===== src/logic/rpc_pkg.sv =====
// Package: register map, field layout and timing for the regulator control
package rpc_pkg;

  localparam int NREG = 4;            // 0,1 switchers; 2,3 linear regulators
  localparam int NSW  = 2;

  // Register byte offsets on the 32-bit bus
  localparam logic [4:0] OFF_CTRL   = 5'h00;
  localparam logic [4:0] OFF_DELAY  = 5'h04;
  localparam logic [4:0] OFF_SW0    = 5'h08;
  localparam logic [4:0] OFF_SW1    = 5'h0C;
  localparam logic [4:0] OFF_LIN    = 5'h10;
  localparam logic [4:0] OFF_MASK   = 5'h14;
  localparam logic [4:0] OFF_FLAGS  = 5'h18;
  localparam logic [4:0] OFF_STATUS = 5'h1C;

  // Control word fields
  localparam int CTRL_ON     = 0;     // [3:0]  on bits
  localparam int CTRL_FOLLOW = 4;     // [7:4]  pin follow bits
  localparam int CTRL_PLL    = 8;     // external sync enable
  localparam int CTRL_PD     = 9;     // pin pulldown on
  localparam int CTRL_SWWIN  = 10;    // switcher window select
  localparam int CTRL_LNWIN  = 11;    // linear window select
  localparam int CTRL_FFF    = 12;    // [13:12] fixed frequency force
  localparam int CTRL_SMASK  = 14;    // sync event mask
  localparam logic [31:0] CTRL_RST = 32'h0000_0000;
  localparam logic [31:0] CTRL_WMSK = 32'h0000_7FFF;

  // Per regulator delay byte: start wait [3:0], stop wait [7:4]
  localparam int DLY_STRIDE = 8;
  localparam int DLY_STOP   = 4;
  localparam logic [31:0] DELAY_RST = 32'h0000_0000;

  // Switcher word: target code [7:0], ramp rate [10:8]
  localparam int SW_RATE = 8;
  localparam logic [31:0] SW_RST   = 32'h0000_0000;
  localparam logic [31:0] SW_WMSK  = 32'h0000_07FF;
  // Linear word: lin0 code [4:0], lin1 code [12:8]
  localparam int LIN_STRIDE = 8;
  localparam logic [31:0] LIN_RST  = 32'h0000_0000;
  localparam logic [31:0] LIN_WMSK = 32'h0000_1F1F;
  // Mask word: rise masks [3:0], fall masks [7:4]
  localparam int MASK_FALL = 4;
  localparam logic [31:0] MASK_RST  = 32'h0000_0000;
  localparam logic [31:0] MASK_WMSK = 32'h0000_00FF;
  // Flag word: short [3:0], good [7:4], sync [8]
  localparam int FLG_GOOD = 4;
  localparam int FLG_SYNC = 8;
  localparam int FLG_W    = 9;

  // Timing, clock 200 MHz
  localparam int CLK_MHZ       = 200;
  localparam int LOAD_WAIT_US  = 1200;   // host quiet time after reset
  localparam int SHORT_MS      = 1;      // short and overload debounce
  localparam int DELAY_LSB_MS  = 1;      // start and stop wait step
  localparam int LIN_SETTLE_US = 100;    // linear good settle after change
  localparam int RAMP_STEP_NS  = 500;    // fastest ramp step period
  localparam int LOAD_CYC_DEF  = LOAD_WAIT_US * CLK_MHZ;
  localparam int SHORT_CYC_DEF = SHORT_MS * 1000 * CLK_MHZ;
  localparam int DLY_CYC_DEF   = DELAY_LSB_MS * 1000 * CLK_MHZ;
  localparam int SETTLE_CYC_DEF = LIN_SETTLE_US * CLK_MHZ;
  localparam int RAMP_CYC_DEF  = (RAMP_STEP_NS * CLK_MHZ + 999) / 1000;

  typedef enum logic [2:0] {
    ST_LOAD = 3'b001,
    ST_STBY = 3'b010,
    ST_ACTV = 3'b100
  } rpc_state_t;

  // Analog comparator results, asynchronous to mclk
  typedef struct packed {
    logic [NREG-1:0] belowShort;   // output under short threshold
    logic [NREG-1:0] underOk;      // above undervoltage threshold
    logic [NREG-1:0] overHigh;     // above overvoltage threshold
    logic            extClkOk;     // external clock valid
    logic            enablePin;    // enable pin level
  } rpc_ana_t;

  // Drive toward the analog regulators
  typedef struct packed {
    logic [NREG-1:0] regOn;
    logic [NSW-1:0]  softStart;
    logic [NSW-1:0]  fixedFreq;
    logic [7:0]      swCode1;
    logic [7:0]      swCode0;
    logic [4:0]      linCode1;
    logic [4:0]      linCode0;
    logic            clkSelExt;
    logic            pinPulldownOn;
  } rpc_drive_t;

endpackage : rpc_pkg


===== src/logic/rpc_regulator_ctrl.sv =====
// Regulator enable, sequencing, protection and power-good control
//
// Operation
// - Sync enabled: detector runs, external clock auto-selected
// - Sync event only when enabled, on clock change
// - After load, bus opens and standby entered
// - Enable requests accepted in standby or active
// - On bit clear disables; pin ignored unless follow
// - On and follow set: output tracks pin
// - Start/stop waits after pin rise/fall edges
// - Waits only for pin edges, not writes
// - Soft-start until 0.35 V, then ramp rate
// - Switcher short below 0.35 V 1 ms trips
// - Linear short below 0.3 V 1 ms trips
// - Good rise sets good flag unless masked
// - Good fall sets good flag, own mask
// - Live good status reflects validity, held while blanked
// - Window select: undervoltage only or both
// - Pin pulldown switched by configuration bit
// - Switcher target write ramps at rate field
// - Fixed frequency forced while ramping
// - Linear good blanked 100 us after change
// - Flags cleared by writing one
// - Interrupt low while unmasked flag pending
//
// Implementation choices: the address map and register access over Avalon-MM.
`timescale 1ns/100ps
module rpc_regulator_ctrl
  import rpc_pkg::*;
#(
  parameter int LOAD_CYC   = LOAD_CYC_DEF,
  parameter int SHORT_CYC  = SHORT_CYC_DEF,
  parameter int DLY_CYC    = DLY_CYC_DEF,
  parameter int SETTLE_CYC = SETTLE_CYC_DEF,
  parameter int RAMP_CYC   = RAMP_CYC_DEF
)(
  input  wire logic        mclk,
  input  wire logic        rst_n,
  input  wire logic [4:0]  avs_address,
  input  wire logic        avs_read,
  input  wire logic        avs_write,
  input  wire logic [31:0] avs_writedata,
  input  wire logic [3:0]  avs_byteenable,
  output logic      [31:0] avs_readdata,
  output logic             avs_waitrequest,
  input  rpc_ana_t         anaIn,
  output rpc_drive_t       drive,
  output logic             irq_out_low
);

  ////////////////////////////////////////////////////////////////////////
  // Input synchronisers
  localparam int SYW = $bits(rpc_ana_t);
  logic [SYW-1:0] syncA_q;
  logic [SYW-1:0] syncB_q;
  rpc_ana_t       ana;
  logic           pinLast_q;
  logic           pinRise;
  logic           pinFall;
  logic           extLast_q;

  always_ff @(posedge mclk or negedge rst_n)
    if (!rst_n)
    begin
      syncA_q <= '0;
      syncB_q <= '0;
    end
    else
    begin
      syncA_q <= anaIn;
      syncB_q <= syncA_q;
    end

  assign ana = rpc_ana_t'(syncB_q);

  always_ff @(posedge mclk or negedge rst_n)
    if (!rst_n)
    begin
      pinLast_q <= 1'b0;
      extLast_q <= 1'b0;
    end
    else
    begin
      pinLast_q <= ana.enablePin;
      extLast_q <= ana.extClkOk;
    end

  assign pinRise = ana.enablePin & ~pinLast_q;
  assign pinFall = ~ana.enablePin & pinLast_q;

  ////////////////////////////////////////////////////////////////////////
  // Registers and bus slave
  logic [31:0]      ctrl_q;
  logic [31:0]      delay_q;
  logic [31:0]      sw_q [NSW];
  logic [31:0]      lin_q;
  logic [31:0]      mask_q;
  logic [FLG_W-1:0] flags_q;
  logic [FLG_W-1:0] flagSet;
  logic [FLG_W-1:0] flagClr;
  logic             ack_q;
  logic             wrDo;
  logic             busOpen;
  logic [NREG-1:0]  enVec;
  logic [NREG-1:0]  liveVec;
  logic [NSW-1:0]   rampVec;
  logic [31:0]      statusWord;
  rpc_state_t       state_q;
  logic [23:0]      loadCnt_q;

  function automatic logic [31:0] merge(input logic [31:0] old,
                                        input logic [31:0] wd,
                                        input logic [3:0]  be,
                                        input logic [31:0] wm);
    logic [31:0] m;
    m = {{8{be[3]}}, {8{be[2]}}, {8{be[1]}}, {8{be[0]}}} & wm;
    return (old & ~m) | (wd & m);
  endfunction : merge

  function automatic logic hit(input logic [4:0] a, input logic [4:0] off);
    return a == off;
  endfunction : hit

  assign busOpen = (state_q != ST_LOAD);
  assign wrDo    = ack_q & avs_write;

  // Answer one cycle after the request; load phase keeps the bus stalled
  always_ff @(posedge mclk or negedge rst_n)
    if (!rst_n)
      ack_q <= 1'b0;
    else
      ack_q <= ~ack_q & busOpen & (avs_read | avs_write);

  always_ff @(posedge mclk or negedge rst_n)
    if (!rst_n)
      avs_waitrequest <= 1'b1;
    else
      avs_waitrequest <= ~(~ack_q & busOpen & (avs_read | avs_write));

  always_ff @(posedge mclk or negedge rst_n)
    if (!rst_n)
      avs_readdata <= 32'h0000_0000;
    else if (~ack_q & avs_read)
    begin
      unique case (avs_address)
        OFF_CTRL:   avs_readdata <= ctrl_q;
        OFF_DELAY:  avs_readdata <= delay_q;
        OFF_SW0:    avs_readdata <= sw_q[0];
        OFF_SW1:    avs_readdata <= sw_q[1];
        OFF_LIN:    avs_readdata <= lin_q;
        OFF_MASK:   avs_readdata <= mask_q;
        OFF_FLAGS:  avs_readdata <= {{(32-FLG_W){1'b0}}, flags_q};
        OFF_STATUS: avs_readdata <= statusWord;
        default:    avs_readdata <= 32'h0000_0000;
      endcase
    end

  assign statusWord = {19'h0_0000, ana.extClkOk, state_q == ST_ACTV,
                       drive.clkSelExt, rampVec, enVec, liveVec};

  always_ff @(posedge mclk or negedge rst_n)
    if (!rst_n)
    begin
      ctrl_q  <= CTRL_RST;
      delay_q <= DELAY_RST;
      lin_q   <= LIN_RST;
      mask_q  <= MASK_RST;
    end
    else if (wrDo)
    begin
      if (hit(avs_address, OFF_CTRL))
        ctrl_q <= merge(ctrl_q, avs_writedata, avs_byteenable, CTRL_WMSK);
      if (hit(avs_address, OFF_DELAY))
        delay_q <= merge(delay_q, avs_writedata, avs_byteenable, '1);
      if (hit(avs_address, OFF_LIN))
        lin_q <= merge(lin_q, avs_writedata, avs_byteenable, LIN_WMSK);
      if (hit(avs_address, OFF_MASK))
        mask_q <= merge(mask_q, avs_writedata, avs_byteenable, MASK_WMSK);
    end

  always_ff @(posedge mclk or negedge rst_n)
    if (!rst_n)
    begin
      sw_q[0] <= SW_RST;
      sw_q[1] <= SW_RST;
    end
    else if (wrDo)
    begin
      if (hit(avs_address, OFF_SW0))
        sw_q[0] <= merge(sw_q[0], avs_writedata, avs_byteenable, SW_WMSK);
      if (hit(avs_address, OFF_SW1))
        sw_q[1] <= merge(sw_q[1], avs_writedata, avs_byteenable, SW_WMSK);
    end

  // Write-one clear; a hardware set in the same cycle wins
  assign flagClr = (wrDo && hit(avs_address, OFF_FLAGS)) ?
                   {avs_writedata[FLG_SYNC] & avs_byteenable[1],
                    avs_writedata[FLG_SYNC-1:0] &
                    {FLG_SYNC{avs_byteenable[0]}}} : '0;

  always_ff @(posedge mclk or negedge rst_n)
    if (!rst_n)
      flags_q <= '0;
    else
      flags_q <= (flags_q & ~flagClr) | flagSet;

  always_ff @(posedge mclk or negedge rst_n)
    if (!rst_n)
      irq_out_low <= 1'b1;
    else
      irq_out_low <= ~|(flags_q & ~{ctrl_q[CTRL_SMASK], 8'h00});

  ////////////////////////////////////////////////////////////////////////
  // Operating state
  always_ff @(posedge mclk or negedge rst_n)
    if (!rst_n)
    begin
      state_q   <= ST_LOAD;
      loadCnt_q <= '0;
    end
    else
    begin
      unique case (state_q)
        ST_LOAD:
        begin
          loadCnt_q <= loadCnt_q + 24'h00_0001;
          if (loadCnt_q == 24'(LOAD_CYC - 1))
            state_q <= ST_STBY;
        end
        ST_STBY: if (|enVec) state_q <= ST_ACTV;
        ST_ACTV: if (~|enVec) state_q <= ST_STBY;
      endcase
    end

  ////////////////////////////////////////////////////////////////////////
  // Clock selection and sync events
  logic pllOn;
  logic clkExpectMiss;

  assign pllOn = ctrl_q[CTRL_PLL];
  // A missing clock is reported on entering active; at the end of load the sync enable bit is still clear
  assign clkExpectMiss = pllOn & ~ana.extClkOk &
                         ((state_q == ST_LOAD &&
                           loadCnt_q == 24'(LOAD_CYC - 1)) ||
                          (state_q == ST_STBY && |enVec));

  always_ff @(posedge mclk or negedge rst_n)
    if (!rst_n)
      drive.clkSelExt <= 1'b0;
    else
      drive.clkSelExt <= pllOn & ana.extClkOk;

  assign flagSet[FLG_SYNC] = pllOn & ((ana.extClkOk ^ extLast_q) |
                                      clkExpectMiss);

  always_ff @(posedge mclk or negedge rst_n)
    if (!rst_n)
      drive.pinPulldownOn <= 1'b0;
    else
      drive.pinPulldownOn <= ctrl_q[CTRL_PD];

  ////////////////////////////////////////////////////////////////////////
  // Per regulator enable, delay, protection and power good
  logic [NREG-1:0] shortEv;
  logic [NREG-1:0] riseEv;
  logic [NREG-1:0] fallEv;
  logic            enQ   [NREG];
  logic            liveQ [NREG];
  logic [NREG-1:0] linTrig;

  function automatic logic [23:0] waitCycles(input logic [3:0] w);
    return 24'(w * DLY_CYC);
  endfunction : waitCycles

  // A new code on a linear regulator restarts its good blanking
  assign linTrig[0] = 1'b0;
  assign linTrig[1] = 1'b0;
  for (genvar l = 0; l < 2; l++)
  begin : g_lin_trig
    assign linTrig[2+l] = wrDo && hit(avs_address, OFF_LIN) &&
      avs_byteenable[l] &&
      avs_writedata[l*LIN_STRIDE +: 5] != lin_q[l*LIN_STRIDE +: 5];
  end

  for (genvar i = 0; i < NREG; i++)
  begin : g_reg
    logic        onBit;
    logic        follow;
    logic        reqOn;
    logic        valid;
    logic        win;
    logic        trip;
    logic        pinOn_q;
    logic        dlyPend_q;
    logic        dlyTgt_q;
    logic [23:0] dlyCnt_q;
    logic        trip_q;
    logic [23:0] shortCnt_q;
    logic [23:0] blank_q;
    logic [3:0]  startW;
    logic [3:0]  stopW;

    assign onBit  = ctrl_q[CTRL_ON + i];
    assign follow = ctrl_q[CTRL_FOLLOW + i];
    assign startW = delay_q[i*DLY_STRIDE +: 4];
    assign stopW  = delay_q[i*DLY_STRIDE + DLY_STOP +: 4];

    // Pin-edge delays; register writes bypass them entirely
    always_ff @(posedge mclk or negedge rst_n)
      if (!rst_n)
      begin
        pinOn_q   <= 1'b0;
        dlyPend_q <= 1'b0;
        dlyTgt_q  <= 1'b0;
        dlyCnt_q  <= '0;
      end
      else if (pinRise)
      begin
        pinOn_q   <= (startW == 4'h0) | pinOn_q;
        dlyPend_q <= (startW != 4'h0);
        dlyTgt_q  <= 1'b1;
        dlyCnt_q  <= waitCycles(startW) - 24'h00_0001;
      end
      else if (pinFall)
      begin
        pinOn_q   <= (stopW != 4'h0) & pinOn_q;
        dlyPend_q <= (stopW != 4'h0);
        dlyTgt_q  <= 1'b0;
        dlyCnt_q  <= waitCycles(stopW) - 24'h00_0001;
      end
      else if (dlyPend_q)
      begin
        if (dlyCnt_q == 24'h00_0000)
        begin
          pinOn_q   <= dlyTgt_q;
          dlyPend_q <= 1'b0;
        end
        else
          dlyCnt_q <= dlyCnt_q - 24'h00_0001;
      end

    assign reqOn = busOpen & onBit &
                   (~follow | pinOn_q);

    // Short or overload: same 1 ms debounce at start-up and in operation
    assign trip = enQ[i] & ana.belowShort[i] &
                  (shortCnt_q == 24'(SHORT_CYC - 1));

    always_ff @(posedge mclk or negedge rst_n)
      if (!rst_n)
        shortCnt_q <= '0;
      else if (enQ[i] & ana.belowShort[i] & ~trip)
        shortCnt_q <= shortCnt_q + 24'h00_0001;
      else
        shortCnt_q <= '0;

    // Trip holds the output off until the request itself drops
    always_ff @(posedge mclk or negedge rst_n)
      if (!rst_n)
        trip_q <= 1'b0;
      else if (trip)
        trip_q <= 1'b1;
      else if (!reqOn)
        trip_q <= 1'b0;

    always_ff @(posedge mclk or negedge rst_n)
      if (!rst_n)
        enQ[i] <= 1'b0;
      else
        enQ[i] <= reqOn & ~trip_q & ~trip;

    assign shortEv[i] = trip;

    assign win   = (i < NSW) ? ctrl_q[CTRL_SWWIN] : ctrl_q[CTRL_LNWIN];
    assign valid = ana.underOk[i] & ~(win & ana.overHigh[i]);

    // Blanking hides the moving reference during a linear code change
    always_ff @(posedge mclk or negedge rst_n)
      if (!rst_n)
        blank_q <= '0;
      else if (linTrig[i])
        blank_q <= 24'(SETTLE_CYC);
      else if (blank_q != 24'h00_0000)
        blank_q <= blank_q - 24'h00_0001;

    always_ff @(posedge mclk or negedge rst_n)
      if (!rst_n)
        liveQ[i] <= 1'b0;
      else if (blank_q == 24'h00_0000)
        liveQ[i] <= valid;

    assign riseEv[i] = (blank_q == 24'h00_0000) & valid & ~liveQ[i] &
                       ~mask_q[i];
    assign fallEv[i] = (blank_q == 24'h00_0000) & ~valid & liveQ[i] &
                       ~mask_q[MASK_FALL + i];
    assign enVec[i]   = enQ[i];
    assign liveVec[i] = liveQ[i];
  end

  assign flagSet[NREG-1:0]            = shortEv;
  assign flagSet[FLG_GOOD +: NREG]    = riseEv | fallEv;
  assign drive.regOn                  = enVec;

  ////////////////////////////////////////////////////////////////////////
  // Switcher soft-start, ramp and frequency mode
  logic [7:0] swCur_q [NSW];

  for (genvar s = 0; s < NSW; s++)
  begin : g_sw
    logic [23:0] tick_q;
    logic [2:0]  rate;
    logic [7:0]  tgt;
    logic        tickDone;

    assign rate     = sw_q[s][SW_RATE +: 3];
    assign tgt      = sw_q[s][7:0];
    // Larger rate field gives a faster ramp
    assign tickDone = tick_q >= 24'(RAMP_CYC << (3'h7 - rate)) - 24'h00_0001;

    always_ff @(posedge mclk or negedge rst_n)
      if (!rst_n)
        drive.softStart[s] <= 1'b0;
      else
        drive.softStart[s] <= enQ[s] & ana.belowShort[s];

    always_ff @(posedge mclk or negedge rst_n)
      if (!rst_n)
      begin
        swCur_q[s] <= 8'h00;
        tick_q     <= '0;
      end
      else if (!enQ[s] || drive.softStart[s])
      begin
        swCur_q[s] <= 8'h00;
        tick_q     <= '0;
      end
      else if (swCur_q[s] == tgt)
        tick_q <= '0;
      else if (tickDone)
      begin
        tick_q     <= '0;
        swCur_q[s] <= (swCur_q[s] < tgt) ? swCur_q[s] + 8'h01 :
                                           swCur_q[s] - 8'h01;
      end
      else
        tick_q <= tick_q + 24'h00_0001;

    assign rampVec[s] = enQ[s] & (swCur_q[s] != tgt);

    always_ff @(posedge mclk or negedge rst_n)
      if (!rst_n)
        drive.fixedFreq[s] <= 1'b0;
      else
        drive.fixedFreq[s] <= ctrl_q[CTRL_FFF + s] | rampVec[s];
  end

  always_ff @(posedge mclk or negedge rst_n)
    if (!rst_n)
    begin
      drive.swCode0  <= 8'h00;
      drive.swCode1  <= 8'h00;
      drive.linCode0 <= 5'h00;
      drive.linCode1 <= 5'h00;
    end
    else
    begin
      drive.swCode0  <= swCur_q[0];
      drive.swCode1  <= swCur_q[1];
      drive.linCode0 <= lin_q[4:0];
      drive.linCode1 <= lin_q[LIN_STRIDE +: 5];
    end

endmodule : rpc_regulator_ctrl


===== config.mk =====
export PLATFORM = sky130hd
export DESIGN_NAME = rpc_regulator_ctrl
export DESIGN_NICKNAME = d
export VERILOG_FILES = /design/src/logic/rpc_pkg.sv /design/src/logic/rpc_regulator_ctrl.sv
export SDC_FILE = /design/constraint.sdc
export NUM_CORES = 1
export LEC_CHECK = 0
export ABC_AREA = 1
export BUFFER_PORTS_ARGS = -buffer_cell sky130_fd_sc_hd__buf_2
export CORE_ASPECT_RATIO = 1.5
export CORE_MARGIN = 2
export CORE_UTILIZATION = 55
export DETAILED_ROUTE_END_ITERATION = 12
export PLACE_DENSITY = 0.71
export SYNTH_ARGS = -nofsm -noshare
export SYNTH_HDL_FRONTEND = slang
export SYNTH_SLANG_ARGS = --single-unit
export TNS_END_PERCENT = 5

===== constraint.sdc =====
create_clock -name mclk -period 3.3 [get_ports mclk]
set_input_delay 0.165 -clock mclk [delete_from_list [all_inputs] [get_ports mclk]]
set_output_delay 0.165 -clock mclk [all_outputs]
set_load 0.01 [all_outputs]

Yosys cells after proc, flatten, opt, wreduce, memory -nomap -nowiden
Cells that the tools add are included.
Widths: inputs -> output; s select.
{"block": "totals", "reg_bits": 698, "wordCells": 457, "out_inout_bits": 70}
{"block": "op_classes", "n_mul": 8, "n_lt_le_gt_ge": 4, "muxes": 86, "bitwise": 156, "n_shift": 2, "eq_ne": 35, "reduce_logical": 71, "addsub": 31}
{"op": "$mux 24", "n": 30}
{"op": "$pmux 32 s8", "n": 1}
{"op": "$sub 24x1->24 const B", "n": 10}
{"op": "$and 32x32->32", "n": 7}
{"op": "$logic_not 24->1", "n": 8}
{"op": "$or 32x32->32", "n": 6}
{"op": "$sub 22x1->23 const B", "n": 8}
{"op": "$add 24x1->24 const B", "n": 7}
{"op": "$mul 4x12->16 const B", "n": 8}
{"op": "$eq 24x18->1 const B", "n": 5}
{"op": "$reduce_bool 24->1", "n": 4}
{"op": "$and 1x1->1", "n": 77}
{"op": "$mux 8", "n": 8}
{"op": "$ge 24x24->1", "n": 2}
{"op": "$shl 7x3->24 const A", "n": 2}
{"op": "$mux 1", "n": 42}
{"op": "$not 1->1", "n": 37}
{"op": "$and 32x11->32", "n": 1}
{"op": "$and 32x13->32", "n": 1}
{"op": "$and 32x15->32", "n": 1}
{"op": "$and 32x8->32", "n": 1}
{"op": "$not 11->32", "n": 1}
{"op": "$not 13->32", "n": 1}
{"op": "$not 15->32", "n": 1}
{"op": "other kinds (41)", "n": 124}

Longest topological paths before layout
{"block": "depth", "depth_word": 9, "depth_mapped": 21}

Least setup slack after synthesis
No wires, ideal clock.
{"block": "synth_path", "kind": "register to register", "startpoint": "register (tool-made name)", "endpoint": "register g_sw[0].tick_q[10]", "stages_incl_launch_ff": 21, "path_buffers": 1, "setup_time_ps": 131, "required_time_ps": 3169, "t_arrival_ps": 2837, "synth_period_minus_slack_ps": 2968, "slack_ps": 332, "cell_sequence": "dfrtp_1 -> inv_1 -> ha_1 -> nor2_1 -> a21oi_1 -> inv_1 -> nand2_1 -> a31o_2 -> a21oi_1 -> xor2_1 -> ha_1 -> nand2_1 -> o21ai_0 -> nand3_1 -> nand3_1 -> nand2_1 -> nand3_1 -> nor2_1 -> inv_2 -> clkbuf_1 -> nor2_1"}
{"item": "end signal: assignment", "line": "rpc_regulator_ctrl.sv:446", "text": "tick_q <= tick_q + 24'h00_0001;"}
{"item": "end: declaration", "line": "rpc_regulator_ctrl.sv:410", "text": "logic [23:0] tick_q;"}

==> load_flow_metrics.sql <==
INSERT INTO impl_metrics (metric_group, metric, value, unit) VALUES
('run_status', 'run_status', 'completed', ''),
('synthesis', 'yosysTopAreaCellShare', '0.379', ''),
('synthesis', 'synth-warning-count', '0', ''),
('drt', 'viasPerCell', '5.49', ''),
('timing', 'timing.setup.tns', '0', 'ns'),
('layout', 'fin_cells', '6439', ''),
('floorplanning', 'rows', '119', ''),
('setup_path', 'worstReg2RegEnd', 'g_reg[1].dlyCnt_q[20]', ''),
('synthesis', 'synth_top_cells_by_area', 'dfrtp_1 38%, nand2_1 12%, ha_1 7.7%', ''),
('synthesis', 'synthCells', '5223', ''),
('grt', 'grt_use_total', '0.282', ''),
('drt', 'drt_pass_1_iters', '8', ''),
('drt', 'drt_iter0_drc', '2078', ''),
('synthesis', 'synthesis.area', '38900', 'µm²'),
('setup_path', 'setup.reg_to_reg.worst_slack', '0.21', 'ns'),
('setup_path', 'critPathArrivalTime', '3.61', 'ns'),
('synthesis', 'synth_edf_count', '0', ''),
('floorplanning', 'initial_utilization', '0.555', ''),
('clock_tree', 'cts-root-buf', 'clkbuf_16', ''),
('layout', 'area_growth', '13.1', '%'),
('clock_tree', 'clk-insertion-delay-late', '0.67', 'ns'),
('setup_path', 'crit_slowest_cell', 'dfrtp_1', ''),
('layout', 'multiInputGateArea', '21300', 'µm²'),
('timing', 'hold_viol_final', '0', ''),
('setup_path', 'crit_path_frequent_cell', 'nand2_1', ''),
('setup_path', 'cp_launch_type', 'flip-flop', ''),
('clock_tree', 'numClockSinks', '593', ''),
('clock_tree', 'cts.path.max_buffers', '3', ''),
('timing', 'report.final.slew_viol_count', '0', ''),
('synthesis', 'synth_area_leader_cell', 'dfrtp_1', ''),
('setup_path', 'critical-path-max-stage-delay', '0.44', 'ns'),
('placement', 'post-dp-hpwl', '78.9', 'mm'),
('synthesis', 'avgSynthCellArea', '7.45', 'µm²'),
('grt', 'globalRouteMet1Util', '0.327', ''),
('floorplanning', 'core', '70100', 'µm²'),
('timing', 'max_clock_freq', '0.324', 'GHz'),
('grt', 'grt_pass1_vias', '34483', ''),
('layout', 'finalCoreUtilization', '0.627', ''),
('clock_tree', 'clock_tree_from_tritoncts', 'done', ''),
('grt', 'grt_overflow', '0', ''),
('clock_tree', 'clkSlewWorstSetupHoldPaths', '0.06', 'ns'),
('synthesis', 'synthArstFlopShare', '1.00', ''),
('synthesis', 'synth.lib_cells_used.distinct', '71', ''),
('setup_path', 'crit_path_end_kind', 'flip-flop', ''),
('floorplanning', 'die_h', '330', 'µm'),
('flow_run', 'timing.max_cap.violations', '0', ''),
('drt', 'route.antenna.remaining_nets', '0', ''),
('setup_path', 'worst-setup-path-type', 'flip-flop to flip-flop', ''),
('drt', 'drt-total-wl', '104', 'mm'),
('grt', 'global_route_wire_length_before_repair', '170', 'mm'),
('clock_tree', 'cts_inserted_buffers', '59', ''),
('timing', 'setup_violation_total_in_the_final_timing_report', '0', ''),
('hold_path', 'holdCritPathClass', 'input pin to flip-flop', ''),
('setup_path', 'worst-endpoint-required', '3.82', 'ns'),
('layout', 'register_area', '14900', 'µm²'),
('timing', 'worst-slew-pin-transition', '0.829', 'ns'),
('hold_path', 'hold_startpoint', 'avs_byteenable[0]', ''),
('synthesis', 'synth_sequential_area_ratio', '0.382', ''),
('timing', 'rsz0062_at_grt', 'true', ''),
('grt', 'global_route.usage.met2', '0.519', ''),
('setup_path', 'critical_path.cell_chain', 'ha_1, ha_1, ha_1, nand2_1, o21ai_2, nand2_1, nand2_2, nand2_1, nor2_1, nand2_1, nor2_2, nand2_1, o21bai_1, nand3_1, nand3_1, nand2_1', ''),
('placement', 'globalplace.congestion', '0.962', ''),
('setup_path', 'critical_path_peak_fanout', '5', ''),
('timing', 'final.setup_skew', '0.0329', 'ns'),
('timing', 'timing.final.crit_share', '0.935', ''),
('grt', 'gr-max-usage-layer', 'met2', ''),
('layout', 'drive_gt1_frac', '0.0969', ''),
('grt', 'global_route.usage.met3', '0.0349', ''),
('power_and_ir_drop', 'power_density', '513', 'nW/µm²'),
('floorplanning', 'die-width', '221', 'µm'),
('drt', 'vias', '35363', '');
-- cell usage in the layout (no fill, tap or decap), types with 19 or more instances in the layout --
master         instances
o211ai_1              26
dlygate4sd3_1         65
nor4_1                50
nor2_2                59
nand4_1              108
nand3b_1              27
nand2_1             1202
nand3_1              308
a31oi_1               29
dfrtp_1              579
nor3_1               121
inv_1                673
clkbuf_16             59
buf_2                127
xor2_1               139
nor2_1               608
buf_4                 77
o31ai_1               23
o22ai_1               26
o21ai_0              311
xnor2_1               53
ha_1                 228
a21oi_1              221
nor3_2                19
nand2_2               23
-- cells in the mapped netlist (9+ instances only) --
library cell	count
o21ai_0	316
clkbuf_1	58
a211oi_1	16
nor3_2	16
o22ai_1	26
o211ai_1	26
a21oi_1	223
nor2_1	619
nor4_1	50
nand4_1	108
o21ai_1	14
nand2_2	16
nor3_1	124
xnor2_1	53
inv_1	678
nor2_4	9
nand3_2	11
a221oi_1	12
nand3_1	312
or2_2	15
nand3b_1	27
dfrtp_1	590
nand2_1	1209
o2111ai_1	13
ha_1	239
xor2_2	9
a31oi_1	29
nor2_2	54
buf_2	22
o31ai_1	23
fa_1	10
inv_2	15
o21a_1	12
o21bai_1	19
nor3b_1	14
xor2_1	139
-- power by group --
| part | switching, mW | total (mW) | internal [mW] |
|---|---|---|---|
| sequential | 0.750 | 8.72 | 7.97 |
| combinational | 4.31 | 6.72 | 2.41 |
| clock | 3.07 | 7.13 | 4.06 |
| total | 8.13 | 22.6 | 14.4 |
-- worst max path at each step --
stage | endpoint | slack (ns)
2_1_floorplan | g_sw[0].tick_q[10] | 0.33
5_1_grt | swCur_q[12] | -0.02
4_1_cts | g_sw[0].tick_q[20] | 0.004
3_5_place_dp | g_sw[0].tick_q[20] | 0.02
6_report | g_reg[1].dlyCnt_q[20] | 0.21
3_3_place_gp | g_sw[0].tick_q[2] | 0.12
-- critical path, delay by kind of cell, from the launching register on --
family,cells,cell delay (ns)
fa+ha+maj,3,1.01
compound gates,2,0.34
simple gates,11,1.17
flops,1,0.44
-- cell type report --
class,instances,share of cell area
Multi-Input combinational cell,3852,0.484
Sequential cell,593,0.338
Inverter,699,0.0598
Timing Repair Buffer,277,0.0459
Clock buffer,82,0.0373
Tap cell,907,0.0258
Clock inverter,28,0.00924
Antenna cell,1,0.0000569
-- stage by stage --
| step | worst slack, ns | hold WS [ns] | power [mW] |
|---|---|---|---|
| floorplan | 0.332 | -0.131 | 13.4 |
| global placement | 0.117 | 0.266 | 15.2 |
| detailed placement | 0.0199 | 0.267 | 15.3 |
| CTS | 0.00362 | 0.0828 | 22.5 |
| global route | -0.0173 | 0.133 | 24.0 |
| finish | 0.215 | 0.125 | 22.6 |
-- timing repair --
action                                  CTS  global route
endpoints found under the setup margin    0            84
endpoints found under the hold margin   173             0
hold buffers                             65             0
gates resized for setup                   0            72
setup buffers                             0             2
-- metal layers --
layer / part of all wire / vias up
met4: 0.049 / 6
met1: 0.40 / 16646
li1: - / 17683
met3: 0.042 / 243
met5: 0.00042 / -
met2: 0.51 / 785
-- logic make-up (layout without fill, tap and decap cells) --
| kind of cell | count (synthesis) | count (layout) | share of synthesized area |
|---|---|---|---|
| and+or+nand+nor | 2610 | 2610 | 0.297 |
| buffers and inverters | 787 | 1086 | 0.0771 |
| AOI/OAI and AO/OA | 781 | 781 | 0.116 |
| DFF | 593 | 593 | 0.382 |
| adders and majority gates | 249 | 249 | 0.0820 |
| xor gates and xnor gates | 201 | 201 | 0.0470 |
| other | 2 | 12 | 0.000193 |
Note: power is estimated with default switching activity, not from simulation.
